## src/tpc_pkg.sv

```systemverilog
package tpc_pkg;

	localparam int CYC_PER_MS  = 100_000;
	localparam int INIT_MS     = 12;
	localparam int START_MS    = 250;
	localparam int SP_SLOW_MS  = 200;
	localparam int SP_FAST_MS  = 43;
	localparam int INIT_CYC    = INIT_MS * CYC_PER_MS;
	localparam int START_CYC   = START_MS * CYC_PER_MS;
	localparam int SP_SLOW_CYC = SP_SLOW_MS * CYC_PER_MS;
	localparam int SP_FAST_CYC = SP_FAST_MS * CYC_PER_MS;
	localparam int TIMER_W     = 32;

	localparam int COUNT_W     = 16;
	localparam logic [15:0] MAX_COUNT_DEF = 16'h0fff;
	localparam int THR_SHIFT_HI = 3;
	localparam int THR_SHIFT_LO = 4;
	localparam int SENS_SHIFT   = 1;
	localparam int REL_SHIFT    = 1;
	localparam int REF_BETA     = 4;

	localparam int ADDR_W = 8;
	localparam logic [7:0] ADDR_CTRL   = 8'h00;
	localparam logic [7:0] ADDR_STATUS = 8'h04;
	localparam logic [7:0] ADDR_MASK   = 8'h08;
	localparam logic [7:0] ADDR_COUNT  = 8'h0c;
	localparam logic [7:0] ADDR_REF    = 8'h10;
	localparam logic [7:0] ADDR_CONFIG = 8'h14;

	localparam int CTRL_RESEED_BIT = 0;
	localparam int EV_W            = 4;
	localparam int EV_TOUCH        = 0;
	localparam int EV_RELEASE      = 1;
	localparam int EV_RESEED       = 2;
	localparam int EV_CLAMP        = 3;
	localparam logic [EV_W-1:0] MASK_RST = 4'h0;

	localparam int STRAP_THR  = 0;
	localparam int STRAP_SENS = 1;
	localparam int STRAP_SP   = 2;

	typedef enum logic [1:0] {
		VAR_IND_SWITCH = 2'b00,
		VAR_IND_BUTTON = 2'b01,
		VAR_IND_SNAP   = 2'b10,
		VAR_SELF_CAP   = 2'b11
	} tpc_variant_t;

	typedef enum logic [1:0] {
		PH_INIT  = 2'b00,
		PH_START = 2'b01,
		PH_RUN   = 2'b10
	} tpc_phase_t;

endpackage : tpc_pkg

```

## src/tpc_sync.sv

```systemverilog
`timescale 1ns/100ps
`default_nettype none
module tpc_sync #(
	parameter int W = 3
) (
	input  wire logic         clk_i,
	input  wire logic         rst_i,
	input  wire logic [W-1:0] d_i,
	output logic      [W-1:0] q_o
);
	logic [W-1:0] meta_reg;
	logic [W-1:0] q_reg;

	always_ff @(posedge clk_i) begin
		if (rst_i) begin
			meta_reg <= '0;
			q_reg    <= '0;
		end else begin
			meta_reg <= d_i;
			q_reg    <= meta_reg;
		end
	end

	assign q_o = q_reg;
endmodule : tpc_sync
`default_nettype wire

```

## src/tpc_top.sv

```systemverilog
// Decided for this implementation: the Wishbone interface to the registers and the placing of the registers.
`timescale 1ns/100ps
`default_nettype none
module tpc_top
	import tpc_pkg::*;
#(
	parameter tpc_variant_t       VARIANT     = VAR_SELF_CAP,
	parameter logic [COUNT_W-1:0] MAX_COUNT   = MAX_COUNT_DEF,
	parameter int                 INIT_LEN    = INIT_CYC,
	parameter int                 START_LEN   = START_CYC,
	parameter int                 SP_SLOW_LEN = SP_SLOW_CYC,
	parameter int                 SP_FAST_LEN = SP_FAST_CYC
) (
	input  wire logic               clk_i,
	input  wire logic               rst_i,
	input  wire logic               wb_cyc_i,
	input  wire logic               wb_stb_i,
	input  wire logic               wb_we_i,
	input  wire logic [ADDR_W-1:0]  wb_adr_i,
	input  wire logic [3:0]         wb_sel_i,
	input  wire logic [31:0]        wb_dat_i,
	output logic      [31:0]        wb_dat_o,
	output logic                    wb_ack_o,
	output logic                    irq_o,
	input  wire logic               thr_sel_i,
	input  wire logic               sens_sel_i,
	input  wire logic               period_sel_i,
	input  wire logic               meas_valid_i,
	input  wire logic [COUNT_W-1:0] meas_count_i,
	output logic                    sample_req_o,
	output logic                    touch_n_o,
	output logic                    thr_high_o,
	output logic                    xfer_14mhz_o,
	output logic                    sens_high_o,
	output logic                    sp_slow_o
);
	// Only self-capacitive parts power up showing a touch
	localparam logic POR_TOUCH = (VARIANT == VAR_SELF_CAP);

	function automatic logic [COUNT_W-1:0] thr_of(input logic [COUNT_W-1:0] ref_v,
			input logic thr_hi, input logic sens_hi);
		logic [COUNT_W-1:0] t;
		t = thr_hi ? (ref_v >> THR_SHIFT_HI) : (ref_v >> THR_SHIFT_LO);
		thr_of = sens_hi ? (t >> SENS_SHIFT) : t;
	endfunction : thr_of

	logic [2:0] strap_sync;
	tpc_sync #(.W(3)) u_sync (
		.clk_i (clk_i),
		.rst_i (rst_i),
		.d_i   ({period_sel_i, sens_sel_i, thr_sel_i}),
		.q_o   (strap_sync)
	);

	// Phase, straps and sample timer
	tpc_phase_t         phase_reg, phase_next;
	logic [TIMER_W-1:0] timer_reg, timer_next;
	logic [TIMER_W-1:0] sp_cnt_reg, sp_cnt_next;
	logic [2:0]         strap_reg, strap_next;
	logic               thr_high_reg, thr_high_next;
	logic               xfer_reg, xfer_next;
	logic               sens_reg, sens_next;
	logic               sp_slow_reg, sp_slow_next;
	logic               req_reg, req_next;
	logic               enter_run;

	always_comb begin
		phase_next    = phase_reg;
		timer_next    = timer_reg;
		sp_cnt_next   = sp_cnt_reg;
		strap_next    = strap_reg;
		thr_high_next = thr_high_reg;
		xfer_next     = xfer_reg;
		sens_next     = sens_reg;
		sp_slow_next  = sp_slow_reg;
		req_next      = 1'b0;
		enter_run     = 1'b0;
		unique case (phase_reg)
			PH_INIT: begin
				if (timer_reg == '0) begin
					strap_next    = strap_sync;
					thr_high_next = (VARIANT != VAR_IND_SNAP) && strap_sync[STRAP_THR];
					xfer_next     = (VARIANT == VAR_IND_SNAP) && strap_sync[STRAP_THR];
					sens_next     = strap_sync[STRAP_SENS];
					sp_slow_next  = strap_sync[STRAP_SP];
					timer_next    = TIMER_W'(START_LEN - INIT_LEN - 1);
					phase_next    = PH_START;
				end else begin
					timer_next = timer_reg - 1'b1;
				end
			end
			PH_START: begin
				if (timer_reg == '0) begin
					phase_next  = PH_RUN;
					enter_run   = 1'b1;
					sp_cnt_next = '0;
				end else begin
					timer_next = timer_reg - 1'b1;
				end
			end
			PH_RUN: begin
				if (sp_cnt_reg == '0) begin
					req_next    = 1'b1;
					sp_cnt_next = sp_slow_reg ? TIMER_W'(SP_SLOW_LEN - 1)
						: TIMER_W'(SP_FAST_LEN - 1);
				end else begin
					sp_cnt_next = sp_cnt_reg - 1'b1;
				end
			end
			default: phase_next = PH_INIT;
		endcase
	end

	always_ff @(posedge clk_i) begin
		if (rst_i) begin
			phase_reg    <= PH_INIT;
			timer_reg    <= TIMER_W'(INIT_LEN - 1);
			sp_cnt_reg   <= '0;
			strap_reg    <= '0;
			thr_high_reg <= 1'b0;
			xfer_reg     <= 1'b0;
			sens_reg     <= 1'b0;
			sp_slow_reg  <= 1'b0;
			req_reg      <= 1'b0;
		end else begin
			phase_reg    <= phase_next;
			timer_reg    <= timer_next;
			sp_cnt_reg   <= sp_cnt_next;
			strap_reg    <= strap_next;
			thr_high_reg <= thr_high_next;
			xfer_reg     <= xfer_next;
			sens_reg     <= sens_next;
			sp_slow_reg  <= sp_slow_next;
			req_reg      <= req_next;
		end
	end

	// Detection, reference and reseed
	logic [COUNT_W-1:0] count_reg, count_next;
	logic [COUNT_W-1:0] ref_reg, ref_next;
	logic               touch_reg, touch_next;
	logic               touch_n_reg, touch_n_next;
	logic               reseed_pend_reg, reseed_pend_next;
	logic [EV_W-1:0]    ev;
	logic               sw_reseed;
	logic               sample_ev;
	logic [COUNT_W-1:0] cnt_sat, delta, thr;
	logic signed [COUNT_W:0] step;

	assign sample_ev = meas_valid_i && (phase_reg == PH_RUN);

	always_comb begin
		count_next       = count_reg;
		ref_next         = ref_reg;
		touch_next       = touch_reg;
		reseed_pend_next = reseed_pend_reg | enter_run | sw_reseed;
		ev               = '0;
		// Counts fall as the target approaches, so the delta is reference minus count
		cnt_sat = (meas_count_i > MAX_COUNT) ? MAX_COUNT : meas_count_i;
		delta   = (ref_reg > cnt_sat) ? (ref_reg - cnt_sat) : '0;
		thr     = thr_of(ref_reg, thr_high_reg, sens_reg);
		step    = ($signed({1'b0, cnt_sat}) - $signed({1'b0, ref_reg})) >>> REF_BETA;
		if (sample_ev) begin
			count_next = cnt_sat;
			ev[EV_CLAMP] = (meas_count_i > MAX_COUNT);
			if (reseed_pend_reg) begin
				ref_next         = cnt_sat;
				touch_next       = 1'b0;
				reseed_pend_next = sw_reseed;
				ev[EV_RESEED]    = 1'b1;
				ev[EV_RELEASE]   = touch_reg;
			end else if (touch_reg) begin
				if (delta < (thr >> REL_SHIFT)) begin
					touch_next     = 1'b0;
					ev[EV_RELEASE] = 1'b1;
				end
			end else if ((delta >= thr) && (thr != '0)) begin
				touch_next   = 1'b1;
				ev[EV_TOUCH] = 1'b1;
			end else begin
				ref_next = COUNT_W'($signed({1'b0, ref_reg}) + step);
			end
		end
		touch_n_next = (phase_next == PH_RUN) ? ~touch_next : ~POR_TOUCH;
	end

	always_ff @(posedge clk_i) begin
		if (rst_i) begin
			count_reg       <= '0;
			ref_reg         <= '0;
			touch_reg       <= 1'b0;
			touch_n_reg     <= ~POR_TOUCH;
			reseed_pend_reg <= 1'b0;
		end else begin
			count_reg       <= count_next;
			ref_reg         <= ref_next;
			touch_reg       <= touch_next;
			touch_n_reg     <= touch_n_next;
			reseed_pend_reg <= reseed_pend_next;
		end
	end

	// Register bus; answers every access one cycle after the strobe
	logic [31:0]     rdat_reg, rdat_next;
	logic            ack_reg, ack_next;
	logic [EV_W-1:0] status_reg, status_next;
	logic [EV_W-1:0] mask_reg, mask_next;
	logic            irq_reg, irq_next;
	logic            acc;

	always_comb begin
		acc         = wb_cyc_i && wb_stb_i && !ack_reg;
		ack_next    = acc;
		rdat_next   = rdat_reg;
		mask_next   = mask_reg;
		sw_reseed   = 1'b0;
		status_next = status_reg;
		if (acc && wb_we_i && wb_sel_i[0]) begin
			if (wb_adr_i == ADDR_MASK)
				mask_next = wb_dat_i[EV_W-1:0];
			if (wb_adr_i == ADDR_CTRL)
				sw_reseed = wb_dat_i[CTRL_RESEED_BIT];
		end
		if (acc && !wb_we_i) begin
			unique case (wb_adr_i)
				ADDR_CTRL:   rdat_next = {31'h0, reseed_pend_reg};
				ADDR_STATUS: rdat_next = {{(32-EV_W){1'b0}}, status_reg};
				ADDR_MASK:   rdat_next = {{(32-EV_W){1'b0}}, mask_reg};
				ADDR_COUNT:  rdat_next = {{(32-COUNT_W){1'b0}}, count_reg};
				ADDR_REF:    rdat_next = {{(32-COUNT_W){1'b0}}, ref_reg};
				ADDR_CONFIG: rdat_next = {26'h0, phase_reg, touch_reg, strap_reg};
				default:     rdat_next = 32'h0;
			endcase
			// Read clears, but an event in the same cycle survives
			if (wb_adr_i == ADDR_STATUS)
				status_next = '0;
		end
		status_next = status_next | ev;
		irq_next    = |(status_next & mask_next);
	end

	always_ff @(posedge clk_i) begin
		if (rst_i) begin
			rdat_reg   <= '0;
			ack_reg    <= 1'b0;
			status_reg <= '0;
			mask_reg   <= MASK_RST;
			irq_reg    <= 1'b0;
		end else begin
			rdat_reg   <= rdat_next;
			ack_reg    <= ack_next;
			status_reg <= status_next;
			mask_reg   <= mask_next;
			irq_reg    <= irq_next;
		end
	end

	assign wb_dat_o     = rdat_reg;
	assign wb_ack_o     = ack_reg;
	assign irq_o        = irq_reg;
	assign sample_req_o = req_reg;
	assign touch_n_o    = touch_n_reg;
	assign thr_high_o   = thr_high_reg;
	assign xfer_14mhz_o = xfer_reg;
	assign sens_high_o  = sens_reg;
	assign sp_slow_o    = sp_slow_reg;

	// Cycles since reset, saturating; only the phase-length checks read it
	logic [TIMER_W-1:0] age_reg, age_next;

	always_comb begin
		age_next = (age_reg == '1) ? age_reg : age_reg + 1'b1;
	end

	always_ff @(posedge clk_i) begin
		if (rst_i) begin
			age_reg <= '0;
		end else begin
			age_reg <= age_next;
		end
	end
endmodule : tpc_top
`default_nettype wire
```

## config.mk

```make
export PLATFORM = sky130hd
export DESIGN_NAME = tpc_top
export DESIGN_NICKNAME = d
export VERILOG_FILES = /design/src/tpc_pkg.sv /design/src/tpc_sync.sv /design/src/tpc_top.sv
export SDC_FILE = /design/constraint.sdc
export NUM_CORES = 1
export LEC_CHECK = 0
export BUFFER_PORTS_ARGS = -buffer_cell sky130_fd_sc_hd__buf_2
export CORE_MARGIN = 1
export CORE_UTILIZATION = 40
export CTS_CLUSTER_DIAMETER = 30
export CTS_CLUSTER_SIZE = 12
export DETAILED_ROUTE_END_ITERATION = 8
export PLACE_DENSITY_LB_ADDON = 0.15
export REMOVE_ABC_BUFFERS = 1
export SYNTH_ARGS = -nofsm -noshare
export SYNTH_HDL_FRONTEND = slang
export SYNTH_SLANG_ARGS = --single-unit
```

## constraint.sdc

```tcl
create_clock -name clk_i -period 18.2 [get_ports clk_i]
set_clock_uncertainty 0.05 [all_clocks]
set_input_delay 2.73 -clock clk_i [delete_from_list [all_inputs] [get_ports clk_i]]
set_output_delay 2.73 -clock clk_i [all_outputs]
set_load 0.03 [all_outputs]
```

### Word level (Yosys, flattened, before mapping)

Index checks and enable logic that the tools add are counted.

* register bits: 156
* input bits: 69
* logic and storage cells: 112

* $add $sub $neg: 5
* $lt $le $gt $ge: 4
* equal/unequal tests: 12
* muxes and demuxes: 41
* bitwise gates (word level): 7
* reduce and logical (&&, ||, !) cells: 23

Operators by type and width (count)
* $mux 32: 4
* $pmux 32 s2: 2
* $pmux 16 s6: 1
* $mux 16: 5
* $logic_not 32->1: 2
* $sub 32x1->32 const B: 2
* $mux 13: 2
* $mux 25: 1
* $mux 4: 5
* $mux 1: 18
* $sub 16x16->17: 1
* $add 16x13->16: 1
* $eq 8x4->1 const B: 2
* $eq 8x5->1 const B: 2
* $ge 16x13->1: 1
* $gt 16x12->1 const B: 1
* $gt 16x16->1: 1
* $lt 16x12->1: 1
* $reduce_bool 16->1: 1
* $sub 16x16->16: 1
* $eq 8x3->1 const B: 1
* $logic_not 8->1: 1
* $logic_and 1x1->1: 7
* $ne 2x2->1 const B: 3
* other kinds (16): 26

### Logic depth before layout (Yosys ltp)

* word-level depth: 13
* depth in mapped cells: 26

### By module

A second synthesis with hierarchy kept.

* cell total of the unflattened synthesis: 1219
* area total of the unflattened synthesis: 9615.5 µm²

By module, submodules not included
* tpc_top: instances 1, cells each 1207, area an instance 9457.8 µm²
* tpc_sync: instances 1, cells each 12, area an instance 157.7 µm²

### Least setup slack after synthesis

Ideal clock, no wire load.

* path kind: input-to-reg
* start point: input port meas_count_i[15]
* end point: register ref_reg[0]
* library setup time: 0.128 ns
* arrival: 7.748 ns
* data required time: 18.022 ns
* path slack: 10.274 ns
* stages: 24
* path buffers: 6
* cell sequence: or4_1 -> buf_2 -> buf_1 -> nor2_1 -> inv_1 -> ha_1 -> clkbuf_1 -> and4_1 -> clkbuf_1 -> nand4_1 -> nor3_1 -> or2_2 -> clkbuf_1 -> nor2_1 -> ha_1 -> a21o_1 -> a211oi_1 -> o211ai_1 -> a221oi_1 -> o21ai_1 -> a21oi_4 -> buf_6 -> mux2i_1 -> nor2_1

* longest elaborated chain between the ends: 8
* elaborated cells between the ends (all ways): 14
* classes of those cells: add/sub (3); order compare (3); eq/ne (1); mux (5); reduce/logical (2)

RTL lines
* from (decl): line tpc_top.sv:29 `input wire logic [COUNT_W-1:0] meas_count_i,`
* $gt 16x12->1 (*): line tpc_top.sv:159 `cnt_sat = (meas_count_i > MAX_COUNT) ? MAX_COUNT : meas_count_i;`
* $mux 16 (*): line tpc_top.sv:159
* net cnt_sat[11]: line tpc_top.sv:147 `logic [COUNT_W-1:0] cnt_sat, delta, thr;`
* $sub 16x16->16 or $gt 16x16->1 (tied branches): line tpc_top.sv:160 `delta = (ref_reg > cnt_sat) ? (ref_reg - cnt_sat) : '0;`
* $mux 16 (*): line tpc_top.sv:160
* $ge 16x13->1 (*): line tpc_top.sv:177 `end else if ((delta >= thr) && (thr != '0)) begin`
* $logic_and 1x1->1 (*): line tpc_top.sv:177
* $ne 2x2->1 (no source line) (*)
* $reduce_and 3->1 (no source line) (*)
* to (signal assigned): line tpc_top.sv:196 `ref_reg <= ref_next;`
* to (decl): line tpc_top.sv:140 `logic [COUNT_W-1:0] ref_reg, ref_next;`

Mark *: on every way through the listed nets, which the timed path passes. The rest lies on a longest branch. The select of a mux whose other input is x is not followed.
A chain may end at the register's enable or synchronous reset.

### Final worst setup path

* start point: input port meas_count_i[15]
* end point: register ref_reg[2]

The elaborated chain is that of the path after synthesis.

==> results.py <==
metrics = {
    "critical_path": {
        "startpoint": "meas_count_i[15]",
        "arrival_ns": 9.21,
        "critPathKind": "in2reg",
        "start_kind": "primary input",
        "rrSetupSlack_ns": 12.27,
        "crit_path_end_kind": "flop",
        "r2r_cells": 18,
        "required_ns": 18.45,
        "crit_fanout": 23,
        "reg2reg_from": "ref_reg[9]",
        "worst_r2r_endpoint": "ref_reg[2]",
    },
    "synthesis": {
        "synth_top_area_share_pct": 28.2,
        "yosysSeqAreaShare_pct": 28.2,
        "synth_warnings": 0,
        "yosysTopAreaCell": "dfxtp_1",
        "syn_area_um2": 9710,
        "netlist-cell-type-count": 83,
        "synth_common_cells": "nor2_1, dfxtp_1, nand2_1",
        "synth.avg_cell_area_um2": 7.75,
        "async_flop_share_pct": 0,
        "ys_ff_latch": 137,
        "synth.most_common_cell": "nor2_1",
        "synthFlopType": "dfxtp_1",
        "synth_edf_count": 0,
        "yosys-top-cells-area": "dfxtp_1, ha_1, nor2_1",
        "synth_cells": 1253,
    },
    "layout": {
        "area_delta_synth_final_pct": 11.4,
        "antenna_cells": 0,
        "fill_cells": 2428,
        "stdcell_area_um2": 10800,
        "nNetsFinal": 1428,
        "multi_input_area_um2": 6470,
        "seqCellArea_um2": 2740,
        "drive_above_1_share_pct": 10.7,
    },
    "route": {
        "vias_per_cell": 5.50,
        "drtIter0Drc": 468,
        "wl_met3_um": 918,
        "dr.pass1.iters": 5,
        "drc": 0,
        "wire_per_inst_um": 16.4,
        "maxUsedRoutingLayer": "met4",
        "wl_um": 26500,
        "ant_nets": 0,
        "wirelength_met1_um": 13600,
        "dr_total_vias": 8903,
        "wl_met2_um": 11600,
    },
    "die": {
        "rows": 56,
        "die_w_um": 158,
        "core_area_um2": 23600,
        "initial_core_util_pct": 41.1,
        "ios": 109,
        "die-area_um2": 24900,
        "dieHeight_um": 158,
    },
    "timing": {
        "clock.fmax_ghz": 0.112,
        "timing_hold_violations_final": 0,
        "fin_crit_ns": 8.96,
        "setup_tns_ns": 0,
        "max_slew_margin_pct": 27.9,
        "setup_viol": 0,
        "worst_slew_pin_slew_ns": 1.08,
        "rsz0062_at_grt": "no",
        "fin_crit_sh_pct": 49.2,
        "slew_viol_final": 0,
    },
    "min_path": {
        "min_path_type": "reg2reg",
        "min-delay-start": "u_sync.meta_reg[1]",
        "hold_path_end": "u_sync.q_o[1]",
        "min_path_cells": 1,
    },
    "placement": {
        "hpwl_um": 19700,
        "numPortBuffers": 60,
        "dpl_cell_area_um2": 10200,
        "routabilityCongestion": 0.881,
    },
    "power": {
        "power_density_nw_per_um2": 67.2,
        "p_leak_nw": 4.23,
        "vdd_ir_drop_max_mv": 0.0500,
    },
    "clocking": {
        "clock_latency_ns": 0.43,
        "postCtsSetupBuffers": 0,
        "cts_buffers": 17,
        "clock-sinks": 137,
        "cts_tree": "done",
        "clk_pin_slew_ns": 0.06,
        "clockBufferDepth": 2,
        "root_buffer": "clkbuf_16",
        "ctsHoldBuffers": 0,
        "cts_resized": 0,
        "h-tree-depth": 4,
    },
    "global_routing": {
        "grt_pass1_wl_um": 42800,
        "grt_antenna_before_repair": 0,
        "grt.total_usage_pct": 21.8,
        "grt_max_degree": 50,
        "overflow": 0,
        "grt_pass1_vias": 8213,
    },
    "status": {
        "status": "complete, no violations",
    },
    "flow_run": {
        "cap_violations": 0,
    },
}
-- cells in the final DEF (no fill, tap or decap), types with 8 or more instances in the layout --
cell and instances:
nor3b_1 8, and3_1 9, nand3_1 22, a21o_1 28, nor2_1 186, o21a_1 13
conb_1 25, nor3_1 55, nor2b_1 14, xnor2_1 38, xor2_1 22, a21oi_1 92
clkbuf_16 17, nand2_1 93, or2_2 11, mux2i_1 34, o211ai_1 10, or3_1 13
a22oi_1 23, o31ai_1 8, nand4_1 14, o21ai_0 55, a211oi_1 20, nor4_1 15
buf_4 10, inv_1 48, nand2b_1 9, buf_2 59, ha_1 72, or4_1 11
dfxtp_1 137
-- layout make-up --
type | count | share of cell area (%)
Tap cell | 319 | 3.69
Inverter | 49 | 1.70
Clock buffer | 18 | 3.97
Multi-Input combinational cell | 1012 | 59.8
Timing Repair Buffer | 69 | 3.42
Sequential cell | 137 | 25.4
Clock inverter | 14 | 2.05
-- worst max-delay path by stage --
stage	cells after the start	end
floorplan	20	ref_reg[0]
global placement	22	ref_reg[2]
detailed placement	22	ref_reg[2]
CTS	22	ref_reg[2]
global route	22	ref_reg[0]
finish	22	ref_reg[2]
-- worst max-delay path, stage by stage --
cell and delay (ns):
buf_2 0.10, or4_1 0.50, buf_4 0.24, nor2_1 0.38, inv_1 0.09, ha_1 0.53
a21oi_1 0.18, o21ai_1 0.43, nor2_1 0.09, o21ai_0 0.24, nand2_1 0.24, or2_2 0.46
nor2_1 0.21, ha_1 0.29, a21o_1 0.18, a211oi_1 0.23, o211ai_1 0.14, a221oi_1 0.70
o21ai_1 0.23, a21oi_4 0.66, mux2i_1 0.28, nor2_1 0.05
-- cell families after synthesis --
family                     count (synthesis)  synth area share (%)
buffers and inverters                    127                  6.04
DFF                                      137                  28.2
xor gates and xnor gates                  60                  5.41
AOI/OAI and AO/OA                        317                  21.8
muxes                                     36                  3.74
and+or+nand+nor                          501                  25.2
other                                      2                0.0773
adders and majority gates                 73                  9.48
-- metrics by stage --
| step | setup slack (ns) | total power, W | hold slack, ns | cells | utilization [%] |
|---|---|---|---|---|---|
| after floorplan | 10.30 | 0.000334 | 0.364 | 1198 | - |
| after global routing | 8.86 | 0.000750 | 0.405 | 1618 | 45.8 |
| final | 9.24 | 0.000727 | 0.384 | 1618 | 45.8 |
| after CTS | 9.37 | 0.000733 | 0.384 | 1618 | 45.8 |
| after global placement | 8.97 | 0.000349 | 0.371 | 1586 | 43.1 |
| after detailed placement | 8.94 | 0.000349 | 0.377 | 1586 | 43.1 |
-- metal layers --
layer	GRT usage, %	vias to the layer above
li1	-	4503
met1	30.4	4195
met2	34.9	182
met3	3.48	23
met4	5.18	0
met5	0	-
-- power breakdown --
group | internal (W) | switching (W) | total (W)
sequential | 0.000301 | 0.000000626 | 0.000302
combinational | 0.0000136 | 0.0000276 | 0.0000412
clock | 0.000244 | 0.000140 | 0.000384
total | 0.000559 | 0.000168 | 0.000727
No activity file was read; power rests on OpenSTA's default activity.
